==> src/hdl/mmb_regs.svh <==
// Encodings for the minimum-mode bus control block.
`ifndef MMB_REGS_SVH
`define MMB_REGS_SVH
// Queue tracking codes.
`define MMB_QS_NONE 2'h0
`define MMB_QS_FIRST 2'h1
`define MMB_QS_FLUSH 2'h2
`define MMB_QS_NEXT 2'h3
// Cycle kinds.
`define MMB_KIND_RD 2'h0
`define MMB_KIND_WR 2'h1
`define MMB_KIND_ACK 2'h2
`endif

==> src/hdl/mmb_pkg.sv <==
// Types shared by the minimum-mode bus control modules.
package mmb_pkg;
   // Bus cycle states.
   typedef enum logic [2:0] {
      MMB_TI = 3'h0,
      MMB_T1 = 3'h1,
      MMB_T2 = 3'h2,
      MMB_T3 = 3'h3,
      MMB_TW = 3'h4,
      MMB_T4 = 3'h5
   } mmb_state_t;
   // Kind of transfer requested.
   typedef enum logic [1:0] {
      MMB_RD = 2'h0,
      MMB_WR = 2'h1,
      MMB_ACK = 2'h2
   } mmb_kind_t;
endpackage : mmb_pkg

==> src/hdl/mmb_q_if.sv <==
// Interface carrying queue operation events between modules.
`timescale 1ns/1ps
interface mmb_q_if;
   logic take_first; // Opcode byte taken this clock.
   logic take_next; // Subsequent byte taken this clock.
   logic flush; // Queue emptied this clock.
   logic [1:0] code; // Registered tracking code.
   modport src (output take_first, output take_next, output flush,
                input code);
   modport enc (input take_first, input take_next, input flush,
                output code);
endinterface : mmb_q_if

==> src/hdl/mmb_bus_ctrl.sv <==
// Minimum-mode local bus control generator with hold handshake.
//
// Overview of operation
// - Queue code shown clock after queue event.
// - Codes: none, first, flush, subsequent byte.
// - Strap high enables minimum-mode control outputs.
// - Memory/IO select high memory, low IO.
// - Select valid from T1 through T4.
// - Float select, write, direction, enable when granted.
// - Write strobe low in T2, T3 and waits.
// - Acknowledge strobe low T2, T3, waits.
// - Latch pulse high in T1, never floated.
// - Direction high transmit, same window as select.
// - Enable mid-T2 to mid-T4 for reads, acknowledges.
// - Enable start T2 to mid-T4 for writes.
// - Grant rises at the end of a T4 or idle clock, floating outputs.
// - Drop grant on low request; drive again later.
`timescale 1ns/1ps
`include "mmb_regs.svh"
module mmb_bus_ctrl (
   // Clock and reset.
   input wire logic ref_clk_in,
   input wire logic arst_n_in,
   // Configuration strap, high selects minimum mode.
   input wire logic config_strap_in,
   // Internal transfer request.
   input wire logic xfer_req_in,
   input wire mmb_pkg::mmb_kind_t xfer_kind_in,
   input wire logic xfer_mem_in,
   output logic xfer_ack_out,
   // Memory ready; low inserts wait states.
   input wire logic ready_in,
   // Internal queue events.
   input wire logic q_take_first_in,
   input wire logic q_take_next_in,
   input wire logic q_flush_in,
   // Hold handshake.
   input wire logic hold_req_in,
   output logic bus_yield_grant_out,
   // Bus control outputs with output enables.
   output logic mem_io_sel_out,
   output logic mem_io_sel_oe_out,
   output logic wr_strobe_n_out,
   output logic wr_strobe_n_oe_out,
   output logic irq_ack_strobe_n_out,
   output logic irq_ack_strobe_n_oe_out,
   output logic addr_latch_out,
   output logic xcvr_direction_out,
   output logic xcvr_direction_oe_out,
   output logic xcvr_output_enable_n_out,
   output logic xcvr_output_enable_n_oe_out,
   output logic [1:0] queue_track_code_out,
   output logic mode_min_out
);
   import mmb_pkg::*;

   // ----------------------------------------------------------------
   // Declarations
   // ----------------------------------------------------------------
   mmb_state_t state_q; // Present bus state.
   mmb_state_t state_d; // Next bus state.
   logic strap_q; // Strap caught after reset release.
   logic strap_seen_q; // Strap capture done.
   logic grant_q; // Bus given away.
   logic grant_d; // Next grant.
   mmb_kind_t kind_q; // Kind of the running cycle.
   logic float_q; // Lines left floating until the next cycle starts.
   logic float_d; // Next float state.
   logic sel_q; // Registered memory/IO select.
   logic dir_q; // Registered transceiver direction.
   logic wr_n_q; // Registered write strobe.
   logic ack_n_q; // Registered acknowledge strobe.
   logic ale_q; // Registered latch pulse.
   logic en_rise_q; // Enable captured on rising edge.
   logic en_fall_q; // Enable captured on falling edge for mid points.
   logic start_ok; // A new cycle may begin.
   logic hold_ok; // Hold may be granted now.
   logic is_write; // Running cycle writes.
   logic is_ack; // Running cycle is acknowledge.
   logic drive_en; // Outputs driven in minimum mode.
   mmb_q_if qi (); // Queue event carrier.

   // ----------------------------------------------------------------
   // Decode
   // ----------------------------------------------------------------
   // Hold is only taken at a T4 or idle boundary.
   assign hold_ok = hold_req_in && (state_q == MMB_T4 ||
                                    state_q == MMB_TI);
   // A cycle starts from T4 or idle when no hold is taken.
   assign start_ok = xfer_req_in && !hold_ok && !grant_q &&
                     (state_q == MMB_T4 || state_q == MMB_TI);
   assign is_write = (kind_q == MMB_WR);
   assign is_ack = (kind_q == MMB_ACK);
   // Floating starts with the grant and ends only when a new cycle is
   // accepted, so a released bus is not driven while nothing is pending.
   assign float_d = (grant_d && strap_q) ||
                    (float_q && !start_ok);
   assign drive_en = strap_q && !grant_q && !float_q;
   assign xfer_ack_out = start_ok && strap_q;

   // Next state of the bus sequencer.
   always_comb begin
      state_d = state_q;
      unique case (state_q)
         MMB_TI: state_d = (start_ok && strap_q) ? MMB_T1 : MMB_TI;
         MMB_T1: state_d = MMB_T2;
         MMB_T2: state_d = MMB_T3;
         MMB_T3: state_d = ready_in ? MMB_T4 : MMB_TW;
         MMB_TW: state_d = ready_in ? MMB_T4 : MMB_TW;
         MMB_T4: state_d = (start_ok && strap_q) ? MMB_T1 : MMB_TI;
         default: state_d = MMB_TI;
      endcase
   end

   // Grant follows the hold request at T4/idle; released on low.
   assign grant_d = grant_q ? hold_req_in : hold_ok;

   // ----------------------------------------------------------------
   // Sequencer and strap
   // ----------------------------------------------------------------
   // Strap captured once in the clock after reset release.
   always_ff @(posedge ref_clk_in or negedge arst_n_in) begin
      if (!arst_n_in) begin
         strap_q <= 1'b0;
         strap_seen_q <= 1'b0;
      end else if (!strap_seen_q) begin
         strap_q <= config_strap_in;
         strap_seen_q <= 1'b1;
      end
   end

   // State, grant and captured cycle attributes.
   always_ff @(posedge ref_clk_in or negedge arst_n_in) begin
      if (!arst_n_in) begin
         state_q <= MMB_TI;
         grant_q <= 1'b0;
         kind_q <= MMB_RD;
         float_q <= 1'b0;
      end else begin
         state_q <= state_d;
         grant_q <= grant_d && strap_q;
         float_q <= float_d;
         if (start_ok) begin
            kind_q <= xfer_kind_in;
         end
      end
   end

   // ----------------------------------------------------------------
   // Control outputs
   // ----------------------------------------------------------------
   // Select and direction update when a cycle is accepted, so they are
   // valid from the following T1 through the closing T4.
   always_ff @(posedge ref_clk_in or negedge arst_n_in) begin
      if (!arst_n_in) begin
         sel_q <= 1'b1;
         dir_q <= 1'b0;
      end else if (start_ok) begin
         sel_q <= xfer_mem_in && (xfer_kind_in != MMB_ACK);
         dir_q <= (xfer_kind_in == MMB_WR);
      end
   end

   // Strobes and latch pulse are registered from the next state.
   always_ff @(posedge ref_clk_in or negedge arst_n_in) begin
      if (!arst_n_in) begin
         wr_n_q <= 1'b1;
         ack_n_q <= 1'b1;
         ale_q <= 1'b0;
         en_rise_q <= 1'b1;
      end else begin
         ale_q <= (state_d == MMB_T1);
         wr_n_q <= !(is_write && (state_d == MMB_T2 ||
                     state_d == MMB_T3 || state_d == MMB_TW));
         ack_n_q <= !(is_ack && (state_d == MMB_T2 ||
                      state_d == MMB_T3 || state_d == MMB_TW));
         // Rising stage covers T2 to the end of T3/waits; the falling
         // stage carries the enable on to mid-T4.
         en_rise_q <= !(is_write && (state_d == MMB_T2 ||
                        state_d == MMB_T3 ||
                        state_d == MMB_TW));
      end
   end

   // Falling-edge stage gives the mid-T2 start and mid-T4 end.
   always_ff @(negedge ref_clk_in or negedge arst_n_in) begin
      if (!arst_n_in) begin
         en_fall_q <= 1'b1;
      end else begin
         en_fall_q <= !(state_q == MMB_T2 || state_q == MMB_T3 ||
                        state_q == MMB_TW);
      end
   end

   // ----------------------------------------------------------------
   // Queue tracking
   // ----------------------------------------------------------------
   assign qi.take_first = q_take_first_in;
   assign qi.take_next = q_take_next_in;
   assign qi.flush = q_flush_in;
   mmb_queue_track u_qtrack (
      .ref_clk_in(ref_clk_in),
      .arst_n_in(arst_n_in),
      .q(qi.enc)
   );

   // ----------------------------------------------------------------
   // Pin drive
   // ----------------------------------------------------------------
   assign mode_min_out = strap_q;
   assign bus_yield_grant_out = grant_q;
   assign queue_track_code_out = qi.code;
   assign addr_latch_out = strap_q && ale_q;
   assign mem_io_sel_out = sel_q;
   assign xcvr_direction_out = dir_q;
   assign wr_strobe_n_out = wr_n_q;
   assign irq_ack_strobe_n_out = ack_n_q;
   // Writes open at T2 start; reads use the falling-edge window.
   assign xcvr_output_enable_n_out = is_write ? (en_rise_q && en_fall_q)
                                     : en_fall_q;
   assign mem_io_sel_oe_out = drive_en;
   assign wr_strobe_n_oe_out = drive_en;
   assign irq_ack_strobe_n_oe_out = drive_en;
   assign xcvr_direction_oe_out = drive_en;
   assign xcvr_output_enable_n_oe_out = drive_en;
endmodule : mmb_bus_ctrl

==> src/hdl/mmb_queue_track.sv <==
// Queue tracking code encoder, one clock after the queue event.
`timescale 1ns/1ps
`include "mmb_regs.svh"
module mmb_queue_track (
   // Clock and reset.
   input wire logic ref_clk_in,
   input wire logic arst_n_in,
   // Queue events in, code out.
   mmb_q_if.enc q
);
   import mmb_pkg::*;
   logic [1:0] code_d; // Next code.
   logic [1:0] code_q; // Code shown during the following clock.

   // Flush outranks byte takes; first byte outranks subsequent.
   assign code_d = q.flush ? `MMB_QS_FLUSH :
                   q.take_first ? `MMB_QS_FIRST :
                   q.take_next ? `MMB_QS_NEXT : `MMB_QS_NONE;

   // Register the code so it shows in the clock after the event.
   always_ff @(posedge ref_clk_in or negedge arst_n_in) begin
      if (!arst_n_in) begin
         code_q <= `MMB_QS_NONE;
      end else begin
         code_q <= code_d;
      end
   end
   assign q.code = code_q;
endmodule : mmb_queue_track

==> config.mk <==
export PLATFORM = sky130hd
export DESIGN_NAME = mmb_bus_ctrl
export DESIGN_NICKNAME = d
export VERILOG_FILES = /design/src/hdl/mmb_pkg.sv /design/src/hdl/mmb_q_if.sv /design/src/hdl/mmb_bus_ctrl.sv /design/src/hdl/mmb_queue_track.sv
export VERILOG_INCLUDE_DIRS = /design/src /design/src/hdl
export SDC_FILE = /design/constraint.sdc
export NUM_CORES = 1
export LEC_CHECK = 0
export BUFFER_PORTS_ARGS = -buffer_cell sky130_fd_sc_hd__clkbuf_2
export CAP_MARGIN = 15
export CORE_MARGIN = 2
export CORE_UTILIZATION = 45
export CTS_BUF_LIST = sky130_fd_sc_hd__clkbuf_4
export CTS_CLUSTER_SIZE = 30
export DETAILED_ROUTE_END_ITERATION = 16
export PLACE_DENSITY = 0.81
export SYNTH_ARGS = -nofsm -noshare
export SYNTH_HDL_FRONTEND = slang
export SYNTH_SLANG_ARGS = --single-unit
==> constraint.sdc <==
create_clock -name ref_clk_in -period 1.3 [get_ports ref_clk_in]
set_input_delay 0.13 -clock ref_clk_in [delete_from_list [all_inputs] [get_ports ref_clk_in]]
set_output_delay 0.13 -clock ref_clk_in [all_outputs]
set_load 0.02 [all_outputs]
# Word-level counts from Yosys, hierarchy flattened
# Cells that the tools add are included.
# op_classes
eq_ne,13
muxes,8
reduce_logical,30
# op_table
op,n
logical AND 1 bit,14
equality test 3 x 2 -> 1 bit (second input constant),4
case mux 3 bit (4 select lines),1
equality test 3 bit (second input constant),3
logical NOT 1 bit,7
equality test 3 x 1 -> 1 bit (second input constant),2
logical OR 1 bit,6
2-to-1 mux 2 bit,3
equality test 2 x 1 -> 1 bit (second input constant),2
2-to-1 mux 1 bit,4
OR reduction 2 bit,2
logical NOT 3 bit,1
equality test 2 bit (second input constant),1
!= test 2 bit (second input constant),1
# word_totals
regBits,17
input_bits,12
out_inout_bits,16
wordCells,64

# Depth between registers and ports, before layout
# Gate-level depths: netlist (run 1).
# logic_depth
ltp_word,15
ltp_mapped,4
ltp_nobuf,3

# Cells and area by module
# Synthesis (run 1) repeated with hierarchy kept, for this count alone.
# unflattened
hier_cells,69
area_unflattened_um2,800.8
# by_module_without_submodules
mod,n_inst,cells_per_inst,area_each_um2,seq_area_each_um2
mmb_bus_ctrl,1,63,732.0,380.4
mmb_queue_track,1,6,68.8,50.0

==> results of run 1 <==
==> power breakdown <==
part	internal (W)	switching (W)
logic	0.000978	0.000799
registers	0.000763	0.000209
clock network	0.000118	0.000173
total	0.00186	0.00118
==> path summary, 6_finish.rpt <==
check / slack [ns] / to / cells after the start / from
worst max-delay path: -0.62 / xcvr_output_enable_n_out / 2 / en_fall_q$_DFF_NN1_
worst min-delay path: 0.05 / mem_io_sel_out$_DFFE_PN1N_ / 3 / xfer_mem_in
worst max register to register: -0.15 / en_fall_q$_DFF_NN1_ / 3 / state_q[0]$_DFF_PN0_
worst min register to register: 0.48 / mem_io_sel_out$_DFFE_PN1N_ / 2 / mem_io_sel_out$_DFFE_PN1N_
max in group asynchronous: 0.36 / en_fall_q$_DFF_NN1_ / 2 / arst_n_in
min in group asynchronous: 0.35 / u_qtrack.q.code[0]$_DFF_PN0_ / 3 / arst_n_in
==> cell families after synthesis <==
group	Yosys count	share of synthesized area
and+or+nand+nor	18	0.157
muxes	5	0.0824
DFF	17	0.535
other	1	0.00466
AOI/OAI and AO/OA	12	0.112
buffers and inverters	12	0.0871
xor gates and xnor gates	2	0.0218
==> routing by layer <==
layer | wire [µm] | share of wire | vias to the layer above | global-route usage
met4 | 65 | 0.033 | 0 | 0.0800
li1 | - | - | 311 | -
met1 | 800 | 0.40 | 325 | 0.207
met5 | 0 | 0 | - | 0
met3 | 54 | 0.027 | 6 | 0.0235
met2 | 1070 | 0.54 | 28 | 0.294
==> tightest hold or removal path, delay by kind of cell <==
kind	cells	cell delay, ns
AOI/OAI and AO/OA	1	0.06
buffers and inverters	1	0.09
muxes	1	0.06
==> through the flow <==
stage	hold slack, ns	area, µm²	std cells	TNS (ns)
global route	0.0435	1300	136	-3.54
global placement	0.130	1020	122	-0.995
CTS	0.0232	1230	133	-2.10
floorplan	-0.166	827	67	-0.455
finish	0.0467	1300	136	-2.73
detailed placement	0.128	1020	122	-1.01
==> state kept, by name (all words and copies together) (netlist names) <==
signal,cells
float_q,1
en_fall_q,1
xcvr_direction_out,1
ale_q,1
kind_q,2
mem_io_sel_out,1
wr_strobe_n_out,1
state_q,3
irq_ack_strobe_n_out,1
strap_seen_q,1
mode_min_out,1
u_qtrack.q.code,2
bus_yield_grant_out,1
==> area by class of cell <==
class	count	area, µm²
inverters	4	15.0
fillers	112	408
well taps	25	31.3
repair buffers	47	383
clock buffers	3	22.5
clock inverters	2	8.76
flip-flops and latches	17	435
multi-input cells	38	404
==> timing repair <==
item	in CTS	in global routing
pin swaps	7	5
resized for setup	26	17
endpoints found under the hold margin	14	0
setup buffers	5	6
endpoints found under the setup margin	16	16
hold buffers	2	0
==> cell usage in the layout (no fill, tap or decap), types with 2 or more instances in the layout <==
cell,synthesis,routed
mux2_4,3,3
inv_1,5,5
a21o_1,2,2
dfstp_2,4,4
clkbuf_8,0,3
buf_4,4,8
dlygate4sd3_1,0,2
nor2_1,4,3
dfrtp_1,13,9
clkbuf_4,0,3
a21oi_1,3,2
clkbuf_2,0,20
buf_6,1,13
dfrtp_2,0,4
==> metrics, run 1 <==
top-area cell type share of the netlist area 0.404; maxcap violations 0; detailed-placement wirelength estimate roughly 1100 µm; Die W roughly 46 µm; ranking of synthesized cells by area dfrtp_1, dfstp_2, mux2_4; library cells used by synthesis 33; WP data required approximately 1.2 ns; Post-synth EDFFs 0; status finished with violations; crit path launch type flop; WL final between 1500 and 2000 µm; initial antenna violation count 0; Clock Tree Buf Depth 2; Via density about 5; area leader, netlist dfrtp_1; commonest cells in the netlist dfrtp_1, inv_1, buf_4, dfstp_2, nor2_1; # rows 15; min-delay worst type in2reg; # clock sinks 17; yosys warns 0; most common cell in the synthesized netlist dfrtp_1; Syn Std Cell Area 805 µm²; DRT antenna net count 0; global-route wire length before repair approximately 2500 µm; flops & latches, synth 17; Initial Util 0.471; largest net degree at the start of global routing 17; Syn-to-layout area delta 61.6%; GRT Total Usage 0.171; I/O pins 28; crit path buf inv count 1; Core Area about 1700 µm²; Max stage delay on crit path roughly 0.5 ns; vias 670; Power Dens Cells 2340 nW/µm²; Final Util 0.761; share of layout cells above drive strength 1 0.667; I/O Buffers 27; syn avg cell area around 12 µm²; CP Class reg2out; Pre-Repair DR Iteration Count 4; sequential area share after synthesis 0.535; gpl congestion ~0.76; drt drc 0; asr flop ratio synth 1.00; routed len/inst approximately 15 µm; failing checks setup timing; top_reg_cell synth dfrtp_1; RSZ-0062 raised after global routing yes; slowest stage cell, crit path dfstp_2; DR iter-0 viols 13; final total power 0.00304 W; Worst Path Arrival between 1.5 and 2 ns; Net Count, Synth 79; setup ws final -0.623 ns; Mapped Cells 67; CTS tree done; Slew Viols, Final 0; critical path fanouts, max 1; crit-path leading delay family flip-flops; CTS Buf Count 3; die area between 2000 and 2500 µm²; Final Skew roughly 0.078 ns; crit path cell chain o31a_1, clkbuf_8; ANT cells 0; Nets roughly 120; dpl ws -0.253 ns; Final Hold Fails 0; GRT overflow 0; Pleak between 0.6 and 0.7 nW; Die H 46.3 µm; vias in the first global route a little under 600; VDD IR-drop max 1250 µV; Finish-stage setup viols 16; clk_lat worst skew ~0.36 ns; CTS clk-pin slew, worst paths 0.10 ns; Worst Setup End Kind output pin; H-tree Lvls 1; CTS root buf clkbuf_4
No activity file was read; power rests on OpenSTA's default activity.
==> run 2, diff against run 1 <==
--- a/config.mk
+++ b/config.mk
@@ -13,7 +13,7 @@
 export CTS_BUF_LIST = sky130_fd_sc_hd__clkbuf_4
 export CTS_CLUSTER_SIZE = 30
 export DETAILED_ROUTE_END_ITERATION = 16
-export PLACE_DENSITY = 0.81
+export PLACE_DENSITY_LB_ADDON = 0.12
 export SYNTH_ARGS = -nofsm -noshare
 export SYNTH_HDL_FRONTEND = slang
 export SYNTH_SLANG_ARGS = --single-unit
==> metrics, run 2 (same netlist as run 1, synthesis figures left out) <==
most common cell after layout, fill and taps aside clkbuf_2; setup ws final -0.607 ns (+0.0160 ns); Syn-to-layout area delta 57.9%; hold_ws 0.0188 ns (-0.0279 ns); Post-Place Cells 122 (unchanged); clk_lat worst skew 0.35 ns (about the same); ANT cells 0 (unchanged); CTS Buf Count 3 (unchanged); Worst Path Arrival 1.78 ns (about the same); CTS root buf clkbuf_4; VDD IR-drop max 1320 µV (+5.2%); detailed-placement wirelength estimate 1160 µm (+0.78%); I/O pins 28 (unchanged); crit path launch type flop; # rows 15 (unchanged); Final Hold Fails 0 (unchanged); failing checks setup timing; global-route wire length before repair 2790 µm (+9.5%); Nets 124 (unchanged); maxcap violations 0 (unchanged); Pleak 0.646 nW (-1.3%); Die W 46.3 µm (unchanged); Slew Viols, Final 0 (unchanged); WP data required 1.17 ns (about the same); DP Area 1020 µm² (unchanged); share of layout cells above drive strength 1 0.685 (+0.0180); largest net degree at the start of global routing 17 (unchanged); critical path fanouts, max 1 (unchanged); RSZ-0062 raised after global routing yes; vias in the first global route 663 (+12%); min-delay worst type in2reg; die area 2140 µm² (unchanged); gpl congestion 0.786 (+3.7%); drt drc 0 (unchanged); hold path cells 3 (unchanged); max reg flops 3 (unchanged); vias 667 (-0.45%); DR iter-0 viols 1 (-12); GRT overflow 0 (unchanged); Die H 46.3 µm (unchanged); most used cells in the layout excluding fill and tap cells clkbuf_2, buf_4, dfrtp_1, buf_6, inv_1; TNS Setup -2.59 ns (+0.135 ns); CTS clk-pin slew, worst paths 0.11 ns (about the same); CTS tree done; Final Skew 0.0590 ns (-0.0188 ns); status finished with violations; Power Dens Cells 2350 nW/µm² (+0.68%); non-filler cells, final 136 (unchanged); Worst Setup End Kind output pin; CP Class reg2out; GRT Total Usage 0.198 (+0.0270); Pre-Repair DR Iteration Count 4 (unchanged); DRT antenna net count 0 (unchanged); Finish-stage setup viols 16 (unchanged); Via density 4.90 (-0.45%); Core Area 1710 µm² (unchanged); Final Util 0.744 (-0.0176); WL final 1860 µm (-6.3%); routed len/inst 13.7 µm (-6.3%); Final Instance Area 1270 µm² (-2.3%); initial antenna violation count 0 (unchanged); Clock Tree Buf Depth 2 (unchanged); register with the most flip-flops state_q; I/O Buffers 27 (unchanged); # clock sinks 17 (unchanged); H-tree Lvls 1 (unchanged); cells on worst reg2reg path 4 (+1); Initial Util 0.471 (unchanged)
==> run 2: worst max-delay path: stages (launching register included) <==
cell and delay [ns]:
dfstp_2 0.50, o31a_1 0.13, clkbuf_8 0.14
==> run 2: layout make-up <==
type	instances	area [µm²]
clock inverters	2	8.76
repair buffers	47	359
well taps	25	31.3
multi-input cells	38	398
inverters	4	15.0
fillers	122	438
clock buffers	3	22.5
flip-flops and latches	17	435
==> run 2: path summary, 6_finish.rpt <==
kind / from / end / slack (ns)
worst min-delay path: xfer_mem_in / mem_io_sel_out$_DFFE_PN1N_ / 0.02
worst min register to register: mem_io_sel_out$_DFFE_PN1N_ / mem_io_sel_out$_DFFE_PN1N_ / 0.47
worst max register to register: state_q[1]$_DFF_PN0_ / en_fall_q$_DFF_NN1_ / -0.26
max in group asynchronous: arst_n_in / en_fall_q$_DFF_NN1_ / 0.34
min in group asynchronous: arst_n_in / float_q$_DFF_PN0_ / 0.36
worst max-delay path: en_fall_q$_DFF_NN1_ / xcvr_output_enable_n_out / -0.61
==> run 2: through the flow <==
step                      worst slack (ns)  power, W
after floorplan                     -0.207   0.00176
after global placement              -0.246   0.00207
after detailed placement            -0.255   0.00210
after CTS                           -0.623   0.00286
after global routing                -0.638   0.00316
final                               -0.607   0.00299
==> run 2: report_power, final <==
group / switching [W] / internal, W / leakage (nW) / total (W)
Combinational: 0.000765 / 0.000952 / 0.424 / 0.00172
Clock: 0.000188 / 0.000119 / 0.0230 / 0.000306
Sequential: 0.000204 / 0.000763 / 0.198 / 0.000967
Total: 0.00116 / 0.00183 / 0.646 / 0.00299
==> run 2: what timing repair did <==
item	in CTS	in global routing
hold buffers	2	0
endpoints found under the setup margin	15	19
pin swaps	7	6
endpoints found under the hold margin	14	0
gates resized for setup	26	11
buffers inserted	8	4
==> run 2: layer usage <==
layer	vias up	global-route usage	part of all wire
met1	335	0.191	0.40
li1	312	-	-
met4	0	0.137	0.010
met2	18	0.350	0.56
met3	2	0.0627	0.032
met5	-	0	0
